## config.mk

```make
export PLATFORM = sky130hd
export DESIGN_NAME = sld_lamp_driver
export DESIGN_NICKNAME = d
export VERILOG_FILES = /design/src/logic/sld_pkg.sv /design/src/logic/sld_lamp_driver.sv /design/src/logic/sld_timebase.sv
export VERILOG_INCLUDE_DIRS = /design/src /design/src/logic
export SDC_FILE = /design/constraint.sdc
export NUM_CORES = 1
export LEC_CHECK = 0
export BUFFER_PORTS_ARGS = -buffer_cell sky130_fd_sc_hd__buf_2
export CAP_MARGIN = 15
export CORE_AREA = 2 2 78 80
export DETAILED_ROUTE_END_ITERATION = 8
export DIE_AREA = 0 0 80 82
export HOLD_SLACK_MARGIN = 0.12
export PLACE_DENSITY = 0.7
export SLEW_MARGIN = 20
export SYNTH_ARGS = -nofsm -noshare
export SYNTH_HDL_FRONTEND = slang
export SYNTH_HIERARCHICAL = 1
export SYNTH_SLANG_ARGS = --single-unit
```

## constraint.sdc

```tcl
create_clock -name core_clk -period 3.3 [get_ports core_clk]
set_input_delay 0.66 -clock core_clk [delete_from_list [all_inputs] [get_ports core_clk]]
set_output_delay 0.66 -clock core_clk [all_outputs]
set_load 0.02 [all_outputs]
```

## src/logic/sld_consts.svh

```systemverilog
// constants for the status lamp driver
`ifndef SLD_CONSTS_SVH
`define SLD_CONSTS_SVH

// register offsets and reset values
`define SLD_OFS_CTRL 5'h0A
`define SLD_OFS_BLINK 5'h0B
`define SLD_CTRL_RST 8'h00
`define SLD_BLINK_RST 8'h70
`define SLD_CTRL_MASK 8'h33
`define SLD_BLINK_MASK 8'h77
`define SLD_RDATA_NONE 8'h00

// field positions
`define SLD_ARR_BIT 5
`define SLD_POL_BIT 4
`define SLD_MODE_HI 1
`define SLD_MODE_LO 0
`define SLD_SEL2_HI 6
`define SLD_SEL2_LO 4
`define SLD_SEL1_HI 2
`define SLD_SEL1_LO 0

// lamp arrangement and state-mode codes
`define SLD_ARR_DUAL 1'b0
`define SLD_MODE_FAIL_ONLY 2'h0
`define SLD_MODE_OFF_BLINK 2'h1
`define SLD_MODE_DEEP_OFF 2'h2
`define SLD_MODE_ALL_SW 2'h3

// blink selector codes
`define SLD_BLK_OFF 3'h0
`define SLD_BLK_1HZ 3'h3
`define SLD_BLK_ON 3'h7

// timing: one frame is the slowest blink period
`define SLD_CLK_HZ 10000000
`define SLD_FRAME_MS 4000
`define SLD_FRAME_TICKS 96
`define SLD_TICK_CYCLES (`SLD_CLK_HZ / 1000 * `SLD_FRAME_MS / `SLD_FRAME_TICKS)

// blink periods and lit spans in ticks, for codes 1 to 6
`define SLD_PER_TICKS '{96, 48, 24, 12, 8, 6}
`define SLD_ON_TICKS '{12, 12, 12, 6, 4, 3}

`endif

```

## src/logic/sld_pkg.sv

```systemverilog
// types for the status lamp driver
package sld_pkg;

    typedef logic [2:0] sld_blink_sel_t;

    typedef enum logic [4:0] {
        SLD_PS_FAIL = 5'h01,
        SLD_PS_OFF = 5'h02,
        SLD_PS_DEEP = 5'h04,
        SLD_PS_LIGHT = 5'h08,
        SLD_PS_ON = 5'h10
    } sld_pstate_e;

endpackage

```

## src/logic/sld_lamp_driver.sv

```systemverilog
// status lamp driver: registers, power-state decode and lamp outputs
`timescale 1ns/1ps
`include "sld_consts.svh"

module sld_lamp_driver import sld_pkg::*; #(
    parameter int TICK_CYCLES = `SLD_TICK_CYCLES
) (
    // clock and reset
    input wire logic core_clk,
    input wire logic rst_b,
    // register port
    input wire logic [4:0] reg_addr,
    input wire logic reg_wr_en,
    input wire logic reg_rd_en,
    input wire logic [7:0] reg_wdata,
    output logic [7:0] reg_rdata,
    // system power state
    input wire logic power_fail,
    input wire logic main_power_off,
    input wire logic deep_sleep_state,
    input wire logic light_sleep_state,
    // lamp pins
    output logic first_lamp_out,
    output logic second_lamp_out
);

    logic [7:0] lamp_control_q;
    logic [7:0] lamp_blink_rate_q;
    logic [7:0] reg_rdata_q;
    logic [7:0] wave;
    logic hit_ctrl;
    logic hit_blink;
    logic lamp_arrangement;
    logic lamp_polarity;
    logic [1:0] state_mode;
    sld_blink_sel_t first_blink_sel;
    sld_blink_sel_t second_blink_sel;
    sld_pstate_e pstate;
    logic first_sw;
    logic second_sw;
    logic first_req;
    logic second_req;
    logic first_on;
    logic second_on;
    logic first_lamp_q;
    logic second_lamp_q;

    ////////////////////////////////////////////////////////////////////////
    // register port
    assign hit_ctrl = (reg_addr == `SLD_OFS_CTRL);
    assign hit_blink = (reg_addr == `SLD_OFS_BLINK);

    always_ff @(posedge core_clk) begin
        if (!rst_b) begin
            lamp_control_q <= `SLD_CTRL_RST;
        end else if (reg_wr_en && hit_ctrl) begin
            lamp_control_q <= reg_wdata & `SLD_CTRL_MASK;
        end
    end

    always_ff @(posedge core_clk) begin
        if (!rst_b) begin
            lamp_blink_rate_q <= `SLD_BLINK_RST;
        end else if (reg_wr_en && hit_blink) begin
            lamp_blink_rate_q <= reg_wdata & `SLD_BLINK_MASK;
        end
    end

    // read data lands one edge after the read strobe
    always_ff @(posedge core_clk) begin
        if (!rst_b) begin
            reg_rdata_q <= `SLD_RDATA_NONE;
        end else if (reg_rd_en) begin
            if (hit_ctrl) begin
                reg_rdata_q <= lamp_control_q;
            end else if (hit_blink) begin
                reg_rdata_q <= lamp_blink_rate_q;
            end else begin
                reg_rdata_q <= `SLD_RDATA_NONE;
            end
        end
    end

    assign reg_rdata = reg_rdata_q;

    ////////////////////////////////////////////////////////////////////////
    // field extraction
    assign lamp_arrangement = lamp_control_q[`SLD_ARR_BIT];
    assign lamp_polarity = lamp_control_q[`SLD_POL_BIT];
    assign state_mode = lamp_control_q[`SLD_MODE_HI:`SLD_MODE_LO];
    assign second_blink_sel =
        lamp_blink_rate_q[`SLD_SEL2_HI:`SLD_SEL2_LO];
    assign first_blink_sel =
        lamp_blink_rate_q[`SLD_SEL1_HI:`SLD_SEL1_LO];

    ////////////////////////////////////////////////////////////////////////
    // blink timebase
    sld_timebase #(
        .TICK_CYCLES(TICK_CYCLES)
    ) u_timebase (
        .core_clk(core_clk),
        .rst_b(rst_b),
        .wave(wave)
    );

    assign first_sw = wave[first_blink_sel];
    assign second_sw = wave[second_blink_sel];

    ////////////////////////////////////////////////////////////////////////
    // power state, most severe condition first
    always_comb begin
        if (power_fail) begin
            pstate = SLD_PS_FAIL;
        end else if (main_power_off) begin
            pstate = SLD_PS_OFF;
        end else if (deep_sleep_state) begin
            pstate = SLD_PS_DEEP;
        end else if (light_sleep_state) begin
            pstate = SLD_PS_LIGHT;
        end else begin
            pstate = SLD_PS_ON;
        end
    end

    ////////////////////////////////////////////////////////////////////////
    // per-state lamp requests
    always_comb begin
        first_req = first_sw;
        second_req = second_sw;
        unique case (pstate)
            SLD_PS_FAIL: begin
                first_req = 1'b0;
                second_req = 1'b0;
            end
            SLD_PS_OFF: begin
                if (state_mode == `SLD_MODE_OFF_BLINK) begin
                    first_req = wave[`SLD_BLK_1HZ];
                    second_req = wave[`SLD_BLK_1HZ];
                end else if (state_mode == `SLD_MODE_DEEP_OFF &&
                        deep_sleep_state) begin
                    // deep sleep darkens the lamps even with main off
                    first_req = 1'b0;
                    second_req = 1'b0;
                end
            end
            SLD_PS_DEEP: begin
                if (state_mode == `SLD_MODE_DEEP_OFF) begin
                    first_req = 1'b0;
                    second_req = 1'b0;
                end
            end
            SLD_PS_LIGHT: begin
                first_req = first_sw;
                second_req = second_sw;
            end
            SLD_PS_ON: begin
                first_req = first_sw;
                second_req = second_sw;
            end
        endcase
    end

    ////////////////////////////////////////////////////////////////////////
    // lamp arrangement: a two-colour lamp shows one colour at a time
    always_comb begin
        if (lamp_arrangement == `SLD_ARR_DUAL) begin
            first_on = first_req && !second_req;
            second_on = second_req && !first_req;
        end else begin
            first_on = first_req;
            second_on = second_req;
        end
    end

    ////////////////////////////////////////////////////////////////////////
    // output polarity
    always_ff @(posedge core_clk) begin
        if (!rst_b) begin
            first_lamp_q <= 1'b0;
            second_lamp_q <= 1'b0;
        end else begin
            first_lamp_q <= first_on ^ lamp_polarity;
            second_lamp_q <= second_on ^ lamp_polarity;
        end
    end

    assign first_lamp_out = first_lamp_q;
    assign second_lamp_out = second_lamp_q;
endmodule

```

## src/logic/sld_timebase.sv

```systemverilog
// free-running blink timebase with one waveform per selector code
`timescale 1ns/1ps
`include "sld_consts.svh"

module sld_timebase import sld_pkg::*; #(
    parameter int TICK_CYCLES = `SLD_TICK_CYCLES
) (
    // clock and reset
    input wire logic core_clk,
    input wire logic rst_b,
    // waveforms indexed by blink selector
    output logic [7:0] wave
);

    localparam int CW = $clog2(TICK_CYCLES + 1);
    localparam int PER[6] = `SLD_PER_TICKS;
    localparam int ONT[6] = `SLD_ON_TICKS;
    localparam logic [CW-1:0] TICK_LAST = CW'(TICK_CYCLES - 1);
    localparam logic [6:0] FRAME_LAST = 7'(`SLD_FRAME_TICKS - 1);

    logic [CW-1:0] div_q;
    logic [6:0] frame_q;
    logic tick;
    logic [7:0] wave_d;

    assign tick = (div_q == TICK_LAST);

    ////////////////////////////////////////////////////////////////////////
    // single shared counter chain keeps all phases coherent
    always_ff @(posedge core_clk) begin
        if (!rst_b) begin
            div_q <= '0;
        end else if (tick) begin
            div_q <= '0;
        end else begin
            div_q <= div_q + CW'(1);
        end
    end

    always_ff @(posedge core_clk) begin
        if (!rst_b) begin
            frame_q <= '0;
        end else if (tick) begin
            frame_q <= (frame_q == FRAME_LAST) ? 7'h00 : frame_q + 7'h01;
        end
    end

    ////////////////////////////////////////////////////////////////////////
    // lit at the start of each period
    assign wave_d[0] = 1'b0;
    assign wave_d[7] = 1'b1;
    for (genvar g = 0; g < 6; g++) begin : g_rate
        assign wave_d[g+1] = (frame_q % 7'(PER[g])) < 7'(ONT[g]);
    end

    always_ff @(posedge core_clk) begin
        if (!rst_b) begin
            wave <= 8'h00;
        end else begin
            wave <= wave_d;
        end
    end
endmodule

```

==> metrics.csv, run 1 <==
metric,value,unit
sequential-to-total area share from yosys stat,37.14,%
layout cells sized above 1,12.24,%
clk root buf,clkbuf_8,
Gate Count Post-Synth,321,
Worst setup EP type,flop,
Die Height,82,um
Final Max Slew Viols,0,
Post-synth EDFFs,0,
Tmin final,2.286,ns
clock share of power,39.9,%
Starting Density,47.84,%
sequential power share,54.8,%
CTS sink cnt,51,
Clock Latency Late Sink,0.31,ns
input/output buffers,25,
Setup Viol. Count Final,0,
Avg Inst Size Synth,8.564,sq um
Inst Count DP,402,
Total GRT Usage,17.43,%
relative slew slack,62.83,%
status,completed,
Post-CTS Setup Inserts,0,
"wirelength, routed",5355,um
highest clock rate,437.5,MHz
Post-route DRC,0,
Max Buffers Root-to-Sink,2,
Switch Pwr,254.9,uW
clock slew at reported path FFs,0.09,ns
fin crit share,69.27,%
DRT antenna net count,0,
max-cap violation count,0,
critical path type,reg -> reg,
final net count,360,
crit path max fanout,15,
WP data required,3.50,ns
via count,2220,
initial antenna violation count,0,
Critical Path Source Type,flop,
Crit path largest cell delay,0.65,ns
IO Pins,31,
Final GP Congestion,0.8247,
initial DRC count,89,
Mapped Area,0.002749,sq mm
Die X,80,um
pwr dens,385.5,mW/mm^2
Die Area,0.006560,sq mm
Final WS setup,1.014,ns
Antenna diodes,0,
Non-Filler Instances,410,
Layout Area Growth over Synthesis,9.012,%
Yosys cell types,52,
first-pass GRT wire length,9080,um
core area,0.005746,sq mm
Pint,900.4,uW
total negative slack,0,ns
vias in the first global route,2007,
pin count of the biggest net entering global routing,30,
Hold WS,0.4776,ns
Routed wire per std cell,13.06,um
HPWL Detailed,3792,um
Leakage Power,0.001200,uW
RSZ-0062 raised after global routing,no,
number of buffers created by CTS,5,
"FFs w/ async S/R, synth",0,%
worst min-delay path class,reg -> reg,
DR vias/cell,5.415,
CP Cell Sequence,nand2b_1 > mux2i_1 > o211ai_1 > nand2_1 > ha_1 > a211oi_1 > o311a_1,
final hold vios,0,
CTS resizes,0,
filler instances,569,
Rows,28,
worst slew pin tran,0.5568,ns
CP Data Arrival Time,2.49,ns
Worst Skew,0.008129,ns
largest delay contributor family on the critical path,compound AO/OA/AOI/OAI gates,
combinational cell fraction of total power,5.3,%
switching share of power,22.06,%
first-pass detailed-route iteration total,4,
grt total ovfl,0,
Max VDD drop,0.0002760,V
pre-CTS setup slack,1.073,ns
worst path bufs/invs,0,
CTS tree,yes,
main flop type after synthesis,dfxtp_1,
Ys Warns,6,
"setup slack, reg-to-reg",1.01,ns
"flops & latches, synth",51,
htree depth,2,
slowest cell on the critical path,dfxtp_1,
hold_buf cts,0,
-- routing by layer --
| layer | routed length, um | track usage [%] | part of all wire, % | vias to the layer above |
|---|---|---|---|---|
| met4 | 58 | 5.763 | 1.1 | 0 |
| met3 | 207 | 3.407 | 3.9 | 7 |
| met5 | 0 | 0 | 0 | - |
| met2 | 2575 | 29.33 | 48 | 39 |
| li1 | - | - | - | 1141 |
| met1 | 2513 | 22.47 | 47 | 1033 |
-- layout make-up --
type                       instances  area [sq um]  area share [%]
multi-input combinational        239          1590           53.07
tap                               75         93.84           3.132
clock buffer                       6         82.58           2.756
clock inverter                     2         38.79           1.294
inverter                          12         45.04           1.503
sequential                        51          1021           34.07
timing repair buffer              25         125.1           4.175
-- worst reg2reg max path: stages (launching register included) --
cell      delay [ns]
dfxtp_1         0.65
nand2b_1        0.25
mux2i_1         0.16
o211ai_1        0.32
nand2_1         0.11
ha_1            0.31
a211oi_1        0.05
o311a_1         0.35
-- cell usage after synthesis, drive strengths merged, types with 3 or more instances --
master | count | area share (%)
nand2 | 29 | 4.1
xor2 | 18 | 5.7
ha | 5 | 2.3
o211ai | 3 | 0.82
and2 | 4 | 0.91
and3 | 3 | 0.68
nor2 | 37 | 5.1
buf | 6 | 1.6
nand3 | 12 | 2.4
mux2i | 24 | 8.7
nand4 | 10 | 2.3
o31ai | 3 | 0.82
a211oi | 4 | 1.1
inv | 12 | 1.6
xnor2 | 7 | 2.2
nand2b | 6 | 1.4
a21oi | 6 | 1.1
nand3b | 4 | 1.1
nor2b | 12 | 2.7
nor3 | 6 | 1.5
dfxtp | 51 | 37
or3 | 3 | 0.68
o22ai | 5 | 1.1
o21ai | 10 | 1.8
clkbuf | 14 | 1.9
-- path summary, 6_finish.rpt --
kind                                                    startpoint                             end  depth (start not counted)
worst max-delay path            u_timebase/frame_q[4]$_SDFFE_PN0P_   u_timebase/wave[6]$_SDFF_PN0_                          7
worst min register to register      u_timebase/div_q[0]$_SDFF_PP0_  u_timebase/div_q[0]$_SDFF_PP0_                          1
worst min-delay path                u_timebase/div_q[0]$_SDFF_PP0_  u_timebase/div_q[0]$_SDFF_PP0_                          1
worst max register to register  u_timebase/frame_q[4]$_SDFFE_PN0P_   u_timebase/wave[6]$_SDFF_PN0_                          7
-- power groups by stage --
stage | combinational [uW] | sequential, uW | clock, uW
floorplan | 43.0 | 647 | 0
global placement | 59.5 | 647 | 0
detailed placement | 60.3 | 647 | 0
CTS | 60.9 | 633 | 475
global route | 68.2 | 635 | 502
finish | 60.8 | 633 | 461
-- per-stage QoR --
stage | instance area (sq um) | util (%) | total power (uW)
final | 2997 | 52.16 | 1155
after global routing | 2997 | 52.16 | 1205
after CTS | 2997 | 52.16 | 1169
after detailed placement | 2875 | 50.04 | 707.6
after global placement | 2875 | 50.04 | 706.4
after floorplan | 2753 | - | 689.5
-- kinds of logic after synthesis --
group | Yosys count | share of synthesized area, %
and+or+nand+nor | 137 | 26.76
xor gates and xnor gates | 25 | 7.965
muxes | 25 | 9.558
other | 2 | 0.2732
AOI/OAI and AO/OA | 44 | 10.88
buffers and inverters | 32 | 5.143
DFF | 51 | 37.14
adders and majority gates | 5 | 2.276
-- registers in the layout, indices dropped and copies added, names as in the netlist --
name and flops:
u_timebase/div_q 19, u_timebase/frame_q 7, u_timebase/wave 7, lamp_blink_rate_q 6, reg_rdata 6, lamp_control_q 4
first_lamp_out 1, second_lamp_out 1
-- layout by cell type (no fill, tap or decap), types with 7 or more instances in the layout --
master	synthesis	routed
mux2i_1	24	24
o21ai_0	7	7
nand2_1	28	28
nor2b_1	12	12
nor2_1	37	37
xor2_1	18	18
nand3_1	11	11
xnor2_1	7	7
nand4_1	10	10
dfxtp_1	51	51
buf_2	2	25
inv_1	12	12
(Power assumes the default switching activity.)
==> run 2: changes to the inputs <==
--- a/config.mk
+++ b/config.mk
@@ -6,13 +6,14 @@
 export SDC_FILE = /design/constraint.sdc
 export NUM_CORES = 1
 export LEC_CHECK = 0
+export ABC_AREA = 1
 export BUFFER_PORTS_ARGS = -buffer_cell sky130_fd_sc_hd__buf_2
 export CAP_MARGIN = 15
-export CORE_AREA = 2 2 78 80
+export CORE_AREA = 2 2 79 81
 export DETAILED_ROUTE_END_ITERATION = 8
-export DIE_AREA = 0 0 80 82
+export DIE_AREA = 0 0 81 83
 export HOLD_SLACK_MARGIN = 0.12
-export PLACE_DENSITY = 0.7
+export PLACE_DENSITY = 0.69
 export SLEW_MARGIN = 20
 export SYNTH_ARGS = -nofsm -noshare
 export SYNTH_HDL_FRONTEND = slang
==> constraint.sdc (replaced) <==
create_clock -name core_clk -period 2.37 [get_ports core_clk]
set_input_delay 0.474 -clock core_clk [delete_from_list [all_inputs] [get_ports core_clk]]
set_output_delay 0.474 -clock core_clk [all_outputs]
set_load 0.02 [all_outputs]
==> run 2 against run 1 <==
Hold slack lost 0.082 ns. Core utilization is essentially flat. Non-clock buffer count is the same. Critical path depth grew 6. Final area grew 1.1%. Setup slack lost 0.69 ns. Clock skew grew 0.0024 ns. Flip-flop and latch count is the same. Critical path type unchanged. Critical endpoint unchanged. Largest power group unchanged.
==> metrics.csv, run 2 <==
metric,value,unit,change
status,completed,,unchanged
"wirelength, routed",5346,um,was 5355 um
design area,0.003030,sq mm,was 0.002997 sq mm
pre-CTS setup slack,0.3819,ns,was 1.073 ns
Leakage Power,0.001254,uW,was 0.001200 uW
initial antenna violation count,0,,unchanged
worst min-delay path class,in -> reg,,was reg -> reg
Ys Warns,6,,unchanged
met3 WL post-DR,187,um,was 207 um
Critical Path Start,u_timebase/frame_q[5]$_SDFFE_PN0P_,,was u_timebase/frame_q[4]$_SDFFE_PN0P_
Switch Pwr,366.8,uW,was 254.9 uW
highest clock rate,489.6,MHz,was 437.5 MHz
R2R Path Start,u_timebase/frame_q[5]$_SDFFE_PN0P_,,was u_timebase/frame_q[4]$_SDFFE_PN0P_
"setup slack, reg-to-reg",0.33,ns,was 1.01 ns
CP Data Arrival Time,2.28,ns,was 2.49 ns
HPWL Detailed,4060,um,was 3792 um
main flop type after synthesis,dfxtp_1,,unchanged
first-pass GRT wire length,9128,um,was 9080 um
"top cells by count, synth","69 x nand2_1, 51 x dfxtp_1, 46 x inv_1",,"was 51 x dfxtp_1, 37 x nor2_1, 28 x nand2_1"
Die Height,83,um,was 82 um
vias in the first global route,2205,,was 2007
core area,0.005816,sq mm,was 0.005746 sq mm
Max VDD drop,0.0002683,V,was 0.0002760 V
sequential-to-total area share from yosys stat,36.72,%,was 37.14%
CTS tree,yes,,unchanged
Final WS setup,0.3275,ns,was 1.014 ns
clock slew at reported path FFs,0.09,ns,about the same
DRT antenna net count,0,,unchanged
clock share of power,32.0,%,was 39.9%
initial DRC count,63,,was 89
top-area cell type share of the netlist area,36.72,%,was 37.14%
CTS sink cnt,51,,unchanged
top-count cell post-synth,nand2_1,,was dfxtp_1
final net count,441,,was 360
Critical Path Source Type,flop,,unchanged
first-pass detailed-route iteration total,4,,unchanged
Biggest register,u_timebase/div_q,,unchanged
input/output buffers,25,,unchanged
total negative slack,0,ns,unchanged
critical path type,reg -> reg,,unchanged
IO Pins,31,,unchanged
CTS resizes,0,,unchanged
cell taking the most area after synthesis,dfxtp_1,,unchanged
R2R cell count,13,,was 7
Post-CTS Setup Inserts,0,,unchanged
pin count of the biggest net entering global routing,20,,was 30
end point of the critical path,u_timebase/wave[6]$_SDFF_PN0_,,unchanged
Post-route DRC,0,,unchanged
largest cells by area after synthesis,"dfxtp_1 37%, nand2_1 9.3%, inv_1 6.2%, nor2_1 5.5%, a21oi_1 5.0%",,"was dfxtp_1 37%, mux2i_1 8.7%, xor2_1 5.7%, nor2_1 5.1%, nand2_1 3.8%"
placed inst area,0.002954,sq mm,was 0.002875 sq mm
CP Cell Sequence,inv_1 > nand3_1 > nand2_1 > nand2_1 > nand4_1 > nand3_1 > inv_1 > ha_1 > a21oi_1 > inv_1 > nor2_1 > o21ai_0 > nor2_1,,was nand2b_1 > mux2i_1 > o211ai_1 > nand2_1 > ha_1 > a211oi_1 > o311a_1
layout cells sized above 1,18.36,%,was 12.24%
clk root buf,clkbuf_8,,unchanged
"commonest non-fill, non-tap cell in the layout",nand2_1,,was dfxtp_1
RSZ-0062 raised after global routing,no,,unchanged
Tmin final,2.042,ns,was 2.286 ns
"flops & latches, synth",51,,unchanged
slowest cell on the critical path,dfxtp_1,,unchanged
Layout Area Growth over Synthesis,9.001,%,was 9.012%
Rows,28,,unchanged
Pint,1115,uW,was 900.4 uW
Max Buffers Root-to-Sink,2,,unchanged
Final GP Congestion,0.8477,,was 0.8247
Mapped Area,0.002780,sq mm,was 0.002749 sq mm
Antenna diodes,0,,unchanged
Starting Density,47.81,%,was 47.84%
hold_sp,reg_wdata[6],,was u_timebase/div_q[0]$_SDFF_PP0_
combinational cell fraction of total power,8.1,%,was 5.3%
stages on the worst setup path,13,,was 7
Clock Latency Late Sink,0.30,ns,was 0.31 ns
crit path max fanout,6,,was 15
Avg Inst Size Synth,7.165,sq um,was 8.564 sq um
worst path bufs/invs,3,,was 0
max-cap violation count,0,,unchanged
pwr dens,488.9,mW/mm^2,was 385.5 mW/mm^2
most frequent cells in the layout,"69 x nand2_1, 51 x dfxtp_1, 46 x inv_1",,"was 51 x dfxtp_1, 37 x nor2_1, 28 x nand2_1"
Top Registers,"u_timebase/div_q x19, u_timebase/frame_q x7, u_timebase/wave x7",,unchanged
r2r endpoint,u_timebase/wave[6]$_SDFF_PN0_,,unchanged
Worst Skew,0.01054,ns,was 0.008129 ns
final hold vios,0,,unchanged
Gate Count Post-Synth,388,,was 321
Max Used Layer,met4,,unchanged
sequential power share,59.9,%,was 54.8%
number of buffers created by CTS,5,,unchanged
Routed wire per std cell,10.93,um,was 13.06 um
Setup Viol. Count Final,0,,unchanged
Die X,81,um,was 80 um
WP data required,2.61,ns,was 3.50 ns
Total GRT Usage,16.70,%,was 17.43%
htree depth,2,,unchanged
via count,2421,,was 2220
largest delay contributor family on the critical path,simple AND/OR/NAND/NOR gates,,was compound AO/OA/AOI/OAI gates
WL met1,2612,um,was 2513 um
switching share of power,24.76,%,was 22.06%
Die Area,0.006723,sq mm,was 0.006560 sq mm
"FFs w/ async S/R, synth",0,%,unchanged
Final Max Slew Viols,0,,unchanged
hold_buf cts,0,,unchanged
WL met2,2465,um,was 2575 um
DR vias/cell,4.951,,was 5.415
Crit path largest cell delay,0.43,ns,was 0.65 ns
grt total ovfl,0,,unchanged
Yosys cell types,40,,was 52
CP dominant cell by count,inv_1,,
Worst setup EP type,flop,,unchanged
Post-synth EDFFs,0,,unchanged
Largest register FFs,19,,unchanged
fin crit share,86.18,%,was 69.27%
## run 2: cell count changes in the layout (fill, tap and decap cells not counted), sizes merged, moves of 6 or more
cell,previous run,this run
nand2,29,75
nand3,12,38
nand2b,6,0
xnor2,7,1
o21ai,10,19
nor2b,12,0
mux2i,24,0
nand4,10,18
a21oi,6,28
nor2,37,46
inv,13,56
xor2,18,7
## run 2: per-layer routing
| layer | up-vias | track usage [%] |
|---|---|---|
| met5 | - | 0 |
| met4 | 0 | 5.239 |
| met3 | 7 | 3.696 |
| met2 | 34 | 27.80 |
| met1 | 1060 | 21.21 |
| li1 | 1320 | - |
## run 2: per-stage QoR
step	utilization [%]	instances	hold WS, ns	total power [uW]
final	52.11	489	0.3955	1481
after global routing	52.11	489	0.4000	1548
after CTS	52.11	489	0.3901	1495
after detailed placement	50.80	483	0.4567	1027
after global placement	50.80	483	0.4516	1025
after floorplan	-	389	0.4386	992.6
## run 2: worst min path at each step
stage	cells after the start	end
4_1_cts	3	lamp_blink_rate_q[6]$_SDFFE_PN1P_
3_3_place_gp	2	reg_rdata[6]$_SDFFE_PN0P_
6_report	3	lamp_blink_rate_q[6]$_SDFFE_PN1P_
3_5_place_dp	2	reg_rdata[6]$_SDFFE_PN0P_
2_1_floorplan	2	lamp_control_q[5]$_SDFFE_PN0P_
5_1_grt	3	lamp_blink_rate_q[6]$_SDFFE_PN1P_
## run 2: tightest hold or removal path, cell delays in order
cell     delay (ns)
buf_2          0.08
a21oi_1        0.05
o21ai_1        0.06
## run 2: power by group through the flow
stage / sequential (uW) / combinational [uW] / clock (uW)
6_report: 888 / 119 / 474
5_1_grt: 891 / 137 / 520
4_1_cts: 888 / 119 / 488
3_5_place_dp: 908 / 119 / 0
3_3_place_gp: 908 / 118 / 0
2_1_floorplan: 913 / 79.4 / 0
## run 2: area by class of cell
class	instances	area (sq um)
clock buffers	5	68.82
well taps	75	93.84
clock inverters	1	7.507
fillers	580	2785
flip-flops and latches	51	1021
inverters	61	234.0
repair buffers	25	125.1
multi-input cells	271	1480
## run 2: logic make-up (layout without fill, tap and decap cells)
| logic type | count (synthesis) | count (layout) | synth area share (%) |
|---|---|---|---|
| and+or+nand+nor | 201 | 201 | 37.76 |
| buffers and inverters | 67 | 92 | 10.17 |
| AOI/OAI and AO/OA | 54 | 54 | 10.31 |
| DFF | 51 | 51 | 36.72 |
| xor gates and xnor gates | 8 | 8 | 2.520 |
| adders and majority gates | 5 | 5 | 2.250 |
| other | 2 | 3 | 0.2701 |
